<file path="config.mk">
export PLATFORM = sky130hd
export DESIGN_NAME = mcb_top
export DESIGN_NICKNAME = d
export VERILOG_FILES = /design/src/rtl/mcb_pkg.sv /design/src/rtl/mcb_top.sv /design/src/rtl/mcb_bank.sv /design/src/rtl/mcb_global.sv
export SDC_FILE = /design/constraint.sdc
export NUM_CORES = 2
export LEC_CHECK = 0
export ABC_AREA = 1
export BUFFER_PORTS_ARGS = -buffer_cell sky130_fd_sc_hd__buf_2
export CAP_MARGIN = 40
export CORE_ASPECT_RATIO = 1.25
export CORE_MARGIN = 4
export CORE_UTILIZATION = 53
export DETAILED_ROUTE_END_ITERATION = 10
export MAX_ROUTING_LAYER = met4
export PLACE_DENSITY = 0.77
export SLEW_MARGIN = 20
export SYNTH_ARGS = -nofsm -noshare
export SYNTH_HDL_FRONTEND = slang
export SYNTH_SLANG_ARGS = --single-unit
</file>
<file path="constraint.sdc">
create_clock -name clk -period 1.8 [get_ports clk]
set_input_delay 0.09 -clock clk [delete_from_list [all_inputs] [get_ports clk]]
set_output_delay 0.09 -clock clk [all_outputs]
set_load 0.1 [all_outputs]
</file>
<file path="src/rtl/mcb_pkg.sv">
/*
  mcb_pkg: register indices, field positions, reset values and carrier types
  for the machine-check error banks.
  assumes: registers are reached by a model-specific register read/write port
  with 64-bit data and a register index.
*/
package mcb_pkg;

  // ----------------------------------------------------------------
  // register map
  // ----------------------------------------------------------------
  localparam int NUM_BANKS = 5;
  localparam logic [11:0] CAP_ADDR = 12'h179;
  localparam logic [11:0] GSTATE_ADDR = 12'h17a;
  localparam logic [11:0] GENABLE_ADDR = 12'h17b;
  localparam logic [11:0] BANK0_ADDR = 12'h400;
  localparam logic [11:0] BANK_STRIDE = 12'h004;
  localparam logic [1:0] SUB_CTL = 2'h0;
  localparam logic [1:0] SUB_STATUS = 2'h1;
  localparam logic [1:0] SUB_ADDR = 2'h2;
  localparam logic [1:0] SUB_MISC = 2'h3;

  // ----------------------------------------------------------------
  // fields
  // ----------------------------------------------------------------
  localparam int CAP_COUNT_LSB = 0;
  localparam int CAP_COUNT_W = 8;
  localparam int CAP_GEN_EXISTS_BIT = 8;
  localparam logic GLOBAL_ENABLE_PRESENT = 1'b1;
  localparam int GS_RESTART_BIT = 0;
  localparam int GS_LINKED_BIT = 1;
  localparam int GS_INPROG_BIT = 2;
  localparam int ST_ARCH_LSB = 0;
  localparam int ST_MODEL_LSB = 16;
  localparam int ST_OTHER_LSB = 32;
  localparam int ST_CORRUPT_BIT = 57;
  localparam int ST_ADDRESS_CAPTURE_OK_BIT = 58;
  localparam int ST_EXTRA_INFO_OK_BIT = 59;
  localparam int ST_EN_BIT = 60;
  localparam int ST_UNCORR_BIT = 61;
  localparam int ST_OVER_BIT = 62;
  localparam int ST_LIVE_BIT = 63;
  localparam int ADDR_W = 36;
  localparam int ERR_SEL_W = 6;

  // ----------------------------------------------------------------
  // reset values
  // ----------------------------------------------------------------
  localparam logic [63:0] ALL_ONES = 64'hffff_ffff_ffff_ffff;
  localparam logic [63:0] ALL_ZEROS = 64'h0000_0000_0000_0000;
  localparam logic [63:0] CTL_RESET = 64'h0000_0000_0000_0000;

  // ----------------------------------------------------------------
  // carriers
  // ----------------------------------------------------------------
  typedef struct packed {
    logic valid;
    logic [ERR_SEL_W-1:0] errSel;
    logic [15:0] archCode;
    logic [15:0] modelCode;
    logic [24:0] otherInfo;
    logic uncorrected;
    logic contextCorrupt;
    logic addrValid;
    logic [ADDR_W-1:0] addr;
  } mcb_err_t;

  typedef struct packed {
    logic rd;
    logic wr;
    logic [11:0] idx;
    logic [63:0] wdata;
  } mcb_req_t;

  typedef struct packed {
    logic [63:0] rdata;
    logic gpFault;
  } mcb_rsp_t;

endpackage : mcb_pkg

</file>
<file path="src/rtl/mcb_top.sv">
/*
  mcb_top: machine-check error banks with global control and model-specific
  register access port.
  assumes: one register access per cycle; read data is registered one cycle
  after the request; error reports come from internal units synchronously.
*/
// Operation
// - capabilities read-only; low eight bits give the number of banks
// - capabilities bit 8 reads one when global enable register exists
// - capabilities bits 9-63 reserved; writes to it have undefined effect
// - global state bit 0: restart at saved pointer is reliable
// - global state bit 1: saved pointer is the faulting instruction
// - global state bit 2 set on exception; software may write it
// - second event while in progress enters shutdown instead of exception
// - global enable all ones enables, all zeros disables the exception and shutdown
// - five banks of control, status, address, misc; bank zero at 400H
// - bank control has 64 enable bits gating each error report
// - only all-ones or all-zeros accepted in bank control
// - status cleared by zero write; nonzero write raises protection fault
// - status holds architectural, model-specific and extra info fields
// - status bit 57 flags possibly corrupted processor context
// - bit 58 flags valid fault address, bit 59 valid extra info
// - status bit 60 set when error was allowed by its enable bit
// - status bit 61 set when the error was not corrected
// - bit 62 set on new error while record valid; software clears
// - enabled replaces disabled, uncorrected replaces corrected, not uncorrected
// - bit 63 marks the record valid; only software or reset clears it
// - address register holds up to 36 bits; upper bits read zero
// - a detected error writes its code into its bank and marks it valid when it replaces the record held there
module mcb_top
  import mcb_pkg::*;
(
  // clock and reset
  input wire logic clk,
  input wire logic rst_b,
  input wire logic clkEn,
  // register port
  input wire mcb_req_t req,
  output mcb_rsp_t rsp,
  // error reports, one per bank
  input wire mcb_err_t errIn [NUM_BANKS],
  input wire logic restartOk,
  input wire logic pointerLinked,
  // exception outputs
  output logic machineCheckException,
  output logic shutdown
);

  logic [63:0] enables [NUM_BANKS];
  logic [63:0] record [NUM_BANKS];
  logic [63:0] faultAddr [NUM_BANKS];
  logic [NUM_BANKS-1:0] logged;
  logic [NUM_BANKS-1:0] ctlWr;
  logic [NUM_BANKS-1:0] statusWr;
  logic [2:0] gstate;
  logic [63:0] genable;
  logic [63:0] capValue;
  logic stateWr;
  logic enableWr;
  mcb_rsp_t next_rsp;

  // ----------------------------------------------------------------
  // capabilities value
  // ----------------------------------------------------------------
  always_comb begin
    capValue = ALL_ZEROS;
    capValue[CAP_COUNT_LSB +: CAP_COUNT_W] = 8'(NUM_BANKS);
    capValue[CAP_GEN_EXISTS_BIT] = GLOBAL_ENABLE_PRESENT;
  end

  // ----------------------------------------------------------------
  // banks
  // ----------------------------------------------------------------
  generate
    for (genvar b = 0; b < NUM_BANKS; b++) begin : gBank
      localparam logic [11:0] BASE = BANK0_ADDR + 12'(b) * BANK_STRIDE;
      assign ctlWr[b] = req.wr && req.idx == BASE + 12'(SUB_CTL);
      assign statusWr[b] = req.wr && req.idx == BASE + 12'(SUB_STATUS);
      mcb_bank uBank (
        .clk(clk),
        .rst_b(rst_b),
        .clkEn(clkEn),
        .ctlWr(ctlWr[b]),
        .statusWr(statusWr[b]),
        .wdata(req.wdata),
        .err(errIn[b]),
        .enables(enables[b]),
        .record(record[b]),
        .faultAddr(faultAddr[b]),
        .loggedEnabled(logged[b])
      );
    end
  endgenerate

  // ----------------------------------------------------------------
  // global registers
  // ----------------------------------------------------------------
  assign stateWr = req.wr && req.idx == GSTATE_ADDR;
  assign enableWr = req.wr && req.idx == GENABLE_ADDR;

  mcb_global uGlobal (
    .clk(clk),
    .rst_b(rst_b),
    .clkEn(clkEn),
    .stateWr(stateWr),
    .enableWr(enableWr),
    .wdata(req.wdata),
    .anyLogged(|logged),
    .restartOk(restartOk),
    .pointerLinked(pointerLinked),
    .gstate(gstate),
    .genable(genable),
    .exceptionPulse(machineCheckException),
    .shutdown(shutdown)
  );

  // ----------------------------------------------------------------
  // read mux and fault answer
  // ----------------------------------------------------------------
  always_comb begin
    next_rsp.rdata = ALL_ZEROS;
    next_rsp.gpFault = 1'b0;
    if (req.idx == CAP_ADDR) begin
      next_rsp.rdata = capValue;
    end else if (req.idx == GSTATE_ADDR) begin
      next_rsp.rdata = {61'h0, gstate};
    end else if (req.idx == GENABLE_ADDR) begin
      next_rsp.rdata = genable;
    end
    for (int b = 0; b < NUM_BANKS; b++) begin
      if (req.idx == BANK0_ADDR + 12'(b) * BANK_STRIDE + 12'(SUB_CTL)) begin
        next_rsp.rdata = enables[b];
      end else if (req.idx == BANK0_ADDR + 12'(b) * BANK_STRIDE + 12'(SUB_STATUS)) begin
        next_rsp.rdata = record[b];
        if (req.wr && req.wdata != ALL_ZEROS) begin
          next_rsp.gpFault = 1'b1;
        end
      end else if (req.idx == BANK0_ADDR + 12'(b) * BANK_STRIDE + 12'(SUB_ADDR)) begin
        next_rsp.rdata = faultAddr[b];
      end else if (req.idx == BANK0_ADDR + 12'(b) * BANK_STRIDE + 12'(SUB_MISC)) begin
        next_rsp.rdata = ALL_ZEROS;
      end
    end
    if (!req.rd) begin
      next_rsp.rdata = ALL_ZEROS;
    end
    if (!req.wr) begin
      next_rsp.gpFault = 1'b0;
    end
  end

  always_ff @(posedge clk or negedge rst_b) begin
    if (!rst_b) begin
      rsp <= '0;
    end else if (clkEn) begin
      rsp <= next_rsp;
    end
  end

endmodule : mcb_top

</file>
<file path="src/rtl/mcb_bank.sv">
/*
  mcb_bank: one error-reporting bank (enables, record, fault address).
  assumes: accesses are decoded by the parent; one error report per cycle.
*/
module mcb_bank
  import mcb_pkg::*;
(
  // clock and reset
  input wire logic clk,
  input wire logic rst_b,
  input wire logic clkEn,
  // register access
  input wire logic ctlWr,
  input wire logic statusWr,
  input wire logic [63:0] wdata,
  // error report
  input wire mcb_err_t err,
  // state
  output logic [63:0] enables,
  output logic [63:0] record,
  output logic [63:0] faultAddr,
  output logic loggedEnabled
);

  logic [63:0] next_enables;
  logic [63:0] next_record;
  logic [63:0] next_faultAddr;
  logic allowed;
  logic replace;

  // ----------------------------------------------------------------
  // next state
  // ----------------------------------------------------------------
  always_comb begin
    next_enables = enables;
    next_record = record;
    next_faultAddr = faultAddr;
    allowed = enables[err.errSel];
    replace = 1'b0;
    if (ctlWr && (wdata == ALL_ONES || wdata == ALL_ZEROS)) begin
      next_enables = wdata;
    end
    if (statusWr && wdata == ALL_ZEROS) begin
      next_record = ALL_ZEROS;
    end
    if (err.valid) begin
      if (!next_record[ST_LIVE_BIT]) begin
        replace = 1'b1;
      end else if (next_record[ST_UNCORR_BIT]) begin
        replace = 1'b0;
      end else if (allowed && !next_record[ST_EN_BIT]) begin
        replace = 1'b1;
      end else if (err.uncorrected) begin
        replace = 1'b1;
      end
      if (record[ST_LIVE_BIT] && !statusWr) begin
        next_record[ST_OVER_BIT] = 1'b1;
      end
      if (replace) begin
        next_record[ST_ARCH_LSB +: 16] = err.archCode;
        next_record[ST_MODEL_LSB +: 16] = err.modelCode;
        next_record[ST_OTHER_LSB +: 25] = err.otherInfo;
        next_record[ST_CORRUPT_BIT] = err.contextCorrupt;
        next_record[ST_ADDRESS_CAPTURE_OK_BIT] = err.addrValid;
        next_record[ST_EXTRA_INFO_OK_BIT] = 1'b0;
        next_record[ST_EN_BIT] = allowed;
        next_record[ST_UNCORR_BIT] = err.uncorrected;
        next_record[ST_LIVE_BIT] = 1'b1;
        if (err.addrValid) begin
          next_faultAddr = {28'h000_0000, err.addr};
        end
      end
    end
    loggedEnabled = err.valid && replace && allowed;
  end

  // ----------------------------------------------------------------
  // registers
  // ----------------------------------------------------------------
  always_ff @(posedge clk or negedge rst_b) begin
    if (!rst_b) begin
      enables <= CTL_RESET;
      record <= ALL_ZEROS;
      faultAddr <= ALL_ZEROS;
    end else if (clkEn) begin
      enables <= next_enables;
      record <= next_record;
      faultAddr <= next_faultAddr;
    end
  end

endmodule : mcb_bank

</file>
<file path="src/rtl/mcb_global.sv">
/*
  mcb_global: global state and global enable registers, exception and
  shutdown decision.
  assumes: a logged enabled error is flagged by the banks for the one cycle in which it is logged.
*/
module mcb_global
  import mcb_pkg::*;
(
  // clock and reset
  input wire logic clk,
  input wire logic rst_b,
  input wire logic clkEn,
  // register access
  input wire logic stateWr,
  input wire logic enableWr,
  input wire logic [63:0] wdata,
  // event
  input wire logic anyLogged,
  input wire logic restartOk,
  input wire logic pointerLinked,
  // outputs
  output logic [2:0] gstate,
  output logic [63:0] genable,
  output logic exceptionPulse,
  output logic shutdown
);

  logic [2:0] next_gstate;
  logic [63:0] next_genable;
  logic next_exceptionPulse;
  logic next_shutdown;
  logic fire;

  // ----------------------------------------------------------------
  // next state
  // ----------------------------------------------------------------
  always_comb begin
    next_gstate = gstate;
    next_genable = genable;
    next_shutdown = shutdown;
    if (enableWr && GLOBAL_ENABLE_PRESENT) begin
      next_genable = wdata;
    end
    if (stateWr) begin
      next_gstate = wdata[2:0];
    end
    fire = anyLogged && (genable == ALL_ONES);
    next_exceptionPulse = 1'b0;
    if (fire) begin
      if (gstate[GS_INPROG_BIT]) begin
        next_shutdown = 1'b1;
      end else begin
        next_exceptionPulse = 1'b1;
        next_gstate[GS_INPROG_BIT] = 1'b1;
        next_gstate[GS_RESTART_BIT] = restartOk;
        next_gstate[GS_LINKED_BIT] = pointerLinked;
      end
    end
  end

  // ----------------------------------------------------------------
  // registers
  // ----------------------------------------------------------------
  always_ff @(posedge clk or negedge rst_b) begin
    if (!rst_b) begin
      gstate <= 3'h0;
      genable <= ALL_ZEROS;
      exceptionPulse <= 1'b0;
      shutdown <= 1'b0;
    end else if (clkEn) begin
      gstate <= next_gstate;
      genable <= next_genable;
      exceptionPulse <= next_exceptionPulse;
      shutdown <= next_shutdown;
    end
  end

endmodule : mcb_global

</file>
==> results of run 1 <==
-- cells by family after synthesis --
logic type	Yosys count	synth area share
buf+inv	1326	0.105
mux	152	0.0362
compound gates	1729	0.197
simple gates	1930	0.173
flops	954	0.488
-- metrics by stage --
step | area [um^2] | TNS (ns) | cells
CTS | 74200 | -263.71 | 9382
global placement | 61200 | -860.77 | 8532
detailed placement | 61200 | -896.10 | 8533
floorplan | 49300 | -71.45 | 6091
-- routing by layer --
| layer | GRT usage | overflow |
|---|---|---|
| met5 | - | - |
| met4 | 0.742 | 7 |
| met3 | 0.460 | 0 |
| met2 | 0.907 | 2 |
| met1 | 0.693 | 0 |
-- timing repair --
action                                  in CTS
resized for setup                          669
endpoints found under the setup margin     878
pin swaps                                  166
buffers inserted                            80
endpoints found under the hold margin     1528
gates cloned                                58
hold buffers                               555
==> run summary, run 1 <==
Status: did not finish
Fail Step: global routing
Run Error: [ERROR GRT-0232] Routing congestion too high. Check the congestion heatmap in the GUI.
Post-DP HPWL: 181 mm
Share of the synthesized area in the top cell type: 0.488
EDFF count, synth: 0
Largest net degree at the start of global routing: 107
Yosys cell types: 52
H-tree depth: 3
Die height: 348 um
Synthesized instance count: 6091
Worst slack at placement: -1.23 ns
Net Count, Synth: 6689
Top_reg_cell synth: dfrtp_1
Gpl congestion: 1.17
Grt repair worst endpoint: gBank[0].uBank.faultAddr[35]$_DFFE_PN0P_/D
I/O Buffers: 664
Synth async-reset ratio: 1.00
Number of buffers created by CTS: 97
Synth Cell Area: 48900 um^2
Root Driver: clkbuf_16
Synth area leader: dfrtp_1
GRT Util Overall: 0.712
IO Pins: 665
Synthesized area per cell: 8.03 um^2
Gr ovfl total: 9
Die W: 280 um
Commonest cells post-synth: nand2_1, dfrtp_1, o21ai_0
Cell with the most instances after synthesis: nand2_1
Row count: 124
Initial core utilization: 0.534
Yosys warnings: 0
Worst End Pin Type: sequential cell input
Clock buffer depth: 3
Register area share after synthesis: 0.488
Top post-synthesis cells by area: dfrtp_1, o21ai_0, nand2_1
Number of synthesized register bits: 954
CTS Sinks: 954
==> run 2, diff against run 1 <==
Settings changed: CORE_ASPECT_RATIO 1.25 to default, CORE_UTILIZATION 53 to 40, MAX_ROUTING_LAYER met4 to default, PLACE_DENSITY 0.77 to default, PLACE_DENSITY_LB_ADDON from default to 0.15.
Clock period 1.8 ns to 2.35 ns, I/O delays scaled along.
==> run 2 against run 1 <==
Against the previous run: area after synthesis unchanged; synthesized cell count unchanged; the flow now finishes, with violations (negative setup slack).
==> run summary, run 2 <==
Min cycle time layout: 2.39 ns
Synthesized instance count: 6091
Violated checks: negative setup slack
Top_reg_cell synth: dfrtp_1
Final Cycle Share: 1.02
H-tree depth: 3
Drt first pass iters: 6
RSZ-0062 raised after global routing: yes
Area Growth Syn to Fin: 47.3%
Max Slew Vio Count: 0
Yosys cell types: 52
Area of the core: 122000 um^2
Max-slew headroom: 0.369
Die height: 358 um
Die W: 358 um
Largest net degree at the start of global routing: 101
Commonest cells post-synth: nand2_1, dfrtp_1, o21ai_0
WHS Endpoint: gBank[0].uBank.record[61]$_DFFE_PN0P_
Final worst setup slack: -0.0412 ns
Static Leak: 36.8 nW
IO Pins: 665
Crit-path max FO: 3
Initial core utilization: 0.402
Design Area, Final: 72100 um^2
Layout Cells excl Fill: 9588
Placed cell area: 59900 um^2
Tot Pwr: 49.2 mW
Number of synthesized register bits: 954
Crit start category: flop
Worst R2R End: rsp[1]$_DFFE_PN0P_
Register area share after synthesis: 0.488
Clock skew: 0.0347 ns
Final setup TNS: -0.453 ns
EDFF count, synth: 0
Share of the synthesized area in the top cell type: 0.488
Final net count: 8448
Wire per inst: 25.8 um
CP Data Required Time: 2.96 ns
Most common cell after layout, fill and taps aside: nand2_1
Status: complete, but fails checks
R2r setup slk: -0.04 ns
Top post-synthesis cells by area: dfrtp_1, o21ai_0, nand2_1
Hold Path Depth: 5
CTS tree: done
Remaining antenna violation count after routing: 0
GRT Util Overall: 0.365
Buf+Inv Stages, Crit Path: 1
Dpl cells: 8715
Post-DP HPWL: 180 mm
CP arrival: 3.00 ns
Max-Cap Viols: 0
Number of buffers created by CTS: 107
Worst reg2reg path depth: 13
DRC: 0
I/O Buffers: 664
Synth Cell Area: 48900 um^2
Clock buffer depth: 3
Final setup fails: 35
Biggest regs: gBank.uBank.enables x320, gBank.uBank.record x320, gBank.uBank.faultAddr x180
CP dominant cell by count: nand2_1
Gpl congestion: 1.03
Root Driver: clkbuf_16
Antenna violations before repair: 32
Share of layout cells above drive strength 1: 0.263
Gr ovfl total: 0
Max Clk Rate: 418 MHz
DR vias/cell: 5.61
Final Hold Viols: 0
WL final: 248 mm
Vias in the first global route: 51100
Initial drt markers: 6508
Most used cells in the layout excluding fill and tap cells: nand2_1, dfrtp_1, inv_1
Max stage delay cell, worst path: dfrtp_1
PD cells: 683 nW/um^2
Die area: 128000 um^2
HP Class: primary input to flop
Least-Margin Pin Slew: 0.937 ns
Cell with the most instances after synthesis: nand2_1
Peak supply drop: 583 uV
Critical path cell sequence: nand3_1 > nand3_1 > o31ai_4 > nand2_1 > o21ai_0 > buf_4 > nand3b_1 > nand2_2 > nand3_1 > nand2_1 > nand2_1 > nand2_1 > nand2_1
Worst hold path startpoint: req[76]
Row count: 128
Worst skew pair latency: 0.73 ns
Critical Path Sink Type: flop
Net Count, Synth: 6689
Yosys warnings: 0
Synth area leader: dfrtp_1
Critical path type: flop to flop
Reg2reg start: uGlobal.gstate[0]$_DFFE_PN0P_
Worst-path clk slew: 0.06 ns
Synth async-reset ratio: 1.00
CP max stage delay: 0.42 ns
Worst slack at placement: -1.16 ns
Synthesized area per cell: 8.03 um^2
Crit path max-delay family: simple AND/OR/NAND/NOR gates
Global-route wire length before repair: 343 mm
CTS Sinks: 954
Vias: 53800
==> run 2: cell counts after synthesis <==
Identical to the previous run, type by type.
==> run 2: report_power, final <==
| group | total, mW | leakage [nW] | switching (mW) | internal (mW) |
|---|---|---|---|---|
| Combinational | 9.61 | 24.0 | 5.43 | 4.18 |
| Sequential | 20.8 | 10.9 | 1.67 | 19.1 |
| Clock | 18.8 | 1.90 | 7.50 | 11.3 |
==> run 2: layout make-up <==
type                            count  area [um^2]
Fill cell                       10700        49500
Clock buffer                      150         3100
Antenna cell                       23         57.6
Multi-Input combinational cell   3813        21000
Sequential cell                   954        23900
Inverter                          902         3390
Timing Repair Buffer             2072        17800
Tap cell                         1625         2030
Clock inverter                     49          787
==> run 2: kinds of logic after synthesis <==
family,synth area share
multiplexers,0.0362
flip-flops,0.488
AND/OR/NAND/NOR,0.173
buffers and inverters,0.105
AO/OA/AOI/OAI,0.197
==> run 2: what timing repair did <==
action / CTS / global route
hold buffers: 556 / 0
pin swaps: 23 / 119
hold endpoints to repair: 1430 / 0
buffers inserted: 8 / 43
cloned: 4 / 42
gates resized for setup: 72 / 351
setup endpoints to repair: 143 / 802
==> run 2: worst register-to-register path, stage by stage, from the launching register on <==
cell and delay (ns):
dfrtp_1 0.42, nand3_1 0.12, nand3_1 0.16, o31ai_4 0.37
nand2_1 0.11, o21ai_0 0.17, buf_4 0.17, nand3b_1 0.16
nand2_2 0.20, nand3_1 0.10, nand2_1 0.12, nand2_1 0.06
nand2_1 0.06, nand2_1 0.05
==> run 2: worst max path at each step <==
stage	slack, ns	end	cells past startpoint	startpoint
floorplan	0.25	gBank[1].uBank.faultAddr[10]$_DFFE_PN0P_	17	req[75]
detailed placement	-1.16	rsp[1]$_DFFE_PN0P_	22	req[74]
global route	-0.16	rsp[1]$_DFFE_PN0P_	14	gBank[0].uBank.faultAddr[0]$_DFFE_PN0P_
CTS	-0.16	rsp[1]$_DFFE_PN0P_	13	uGlobal.gstate[0]$_DFFE_PN0P_
finish	-0.04	rsp[1]$_DFFE_PN0P_	13	uGlobal.gstate[0]$_DFFE_PN0P_
global placement	-1.14	rsp[1]$_DFFE_PN0P_	22	req[74]
==> run 2: stage by stage <==
| stage | hold WS (ns) | utilization |
|---|---|---|
| 2_1_floorplan | -0.178 | - |
| 3_3_place_gp | 0.0574 | 0.492 |
| 3_5_place_dp | 0.0604 | 0.492 |
| 4_1_cts | 0.00563 | 0.573 |
| 5_1_grt | 0.0668 | 0.593 |
| 6_report | 0.0369 | 0.593 |
==> run 2: routing by layer <==
metal,GRT usage,part of all wire,vias up
met5,0,0.00015,-
met1,0.487,0.39,26100
li1,-,-,23900
met2,0.560,0.45,3110
met4,0.217,0.073,6
met3,0.0605,0.093,669
(Power assumes the default switching activity.)
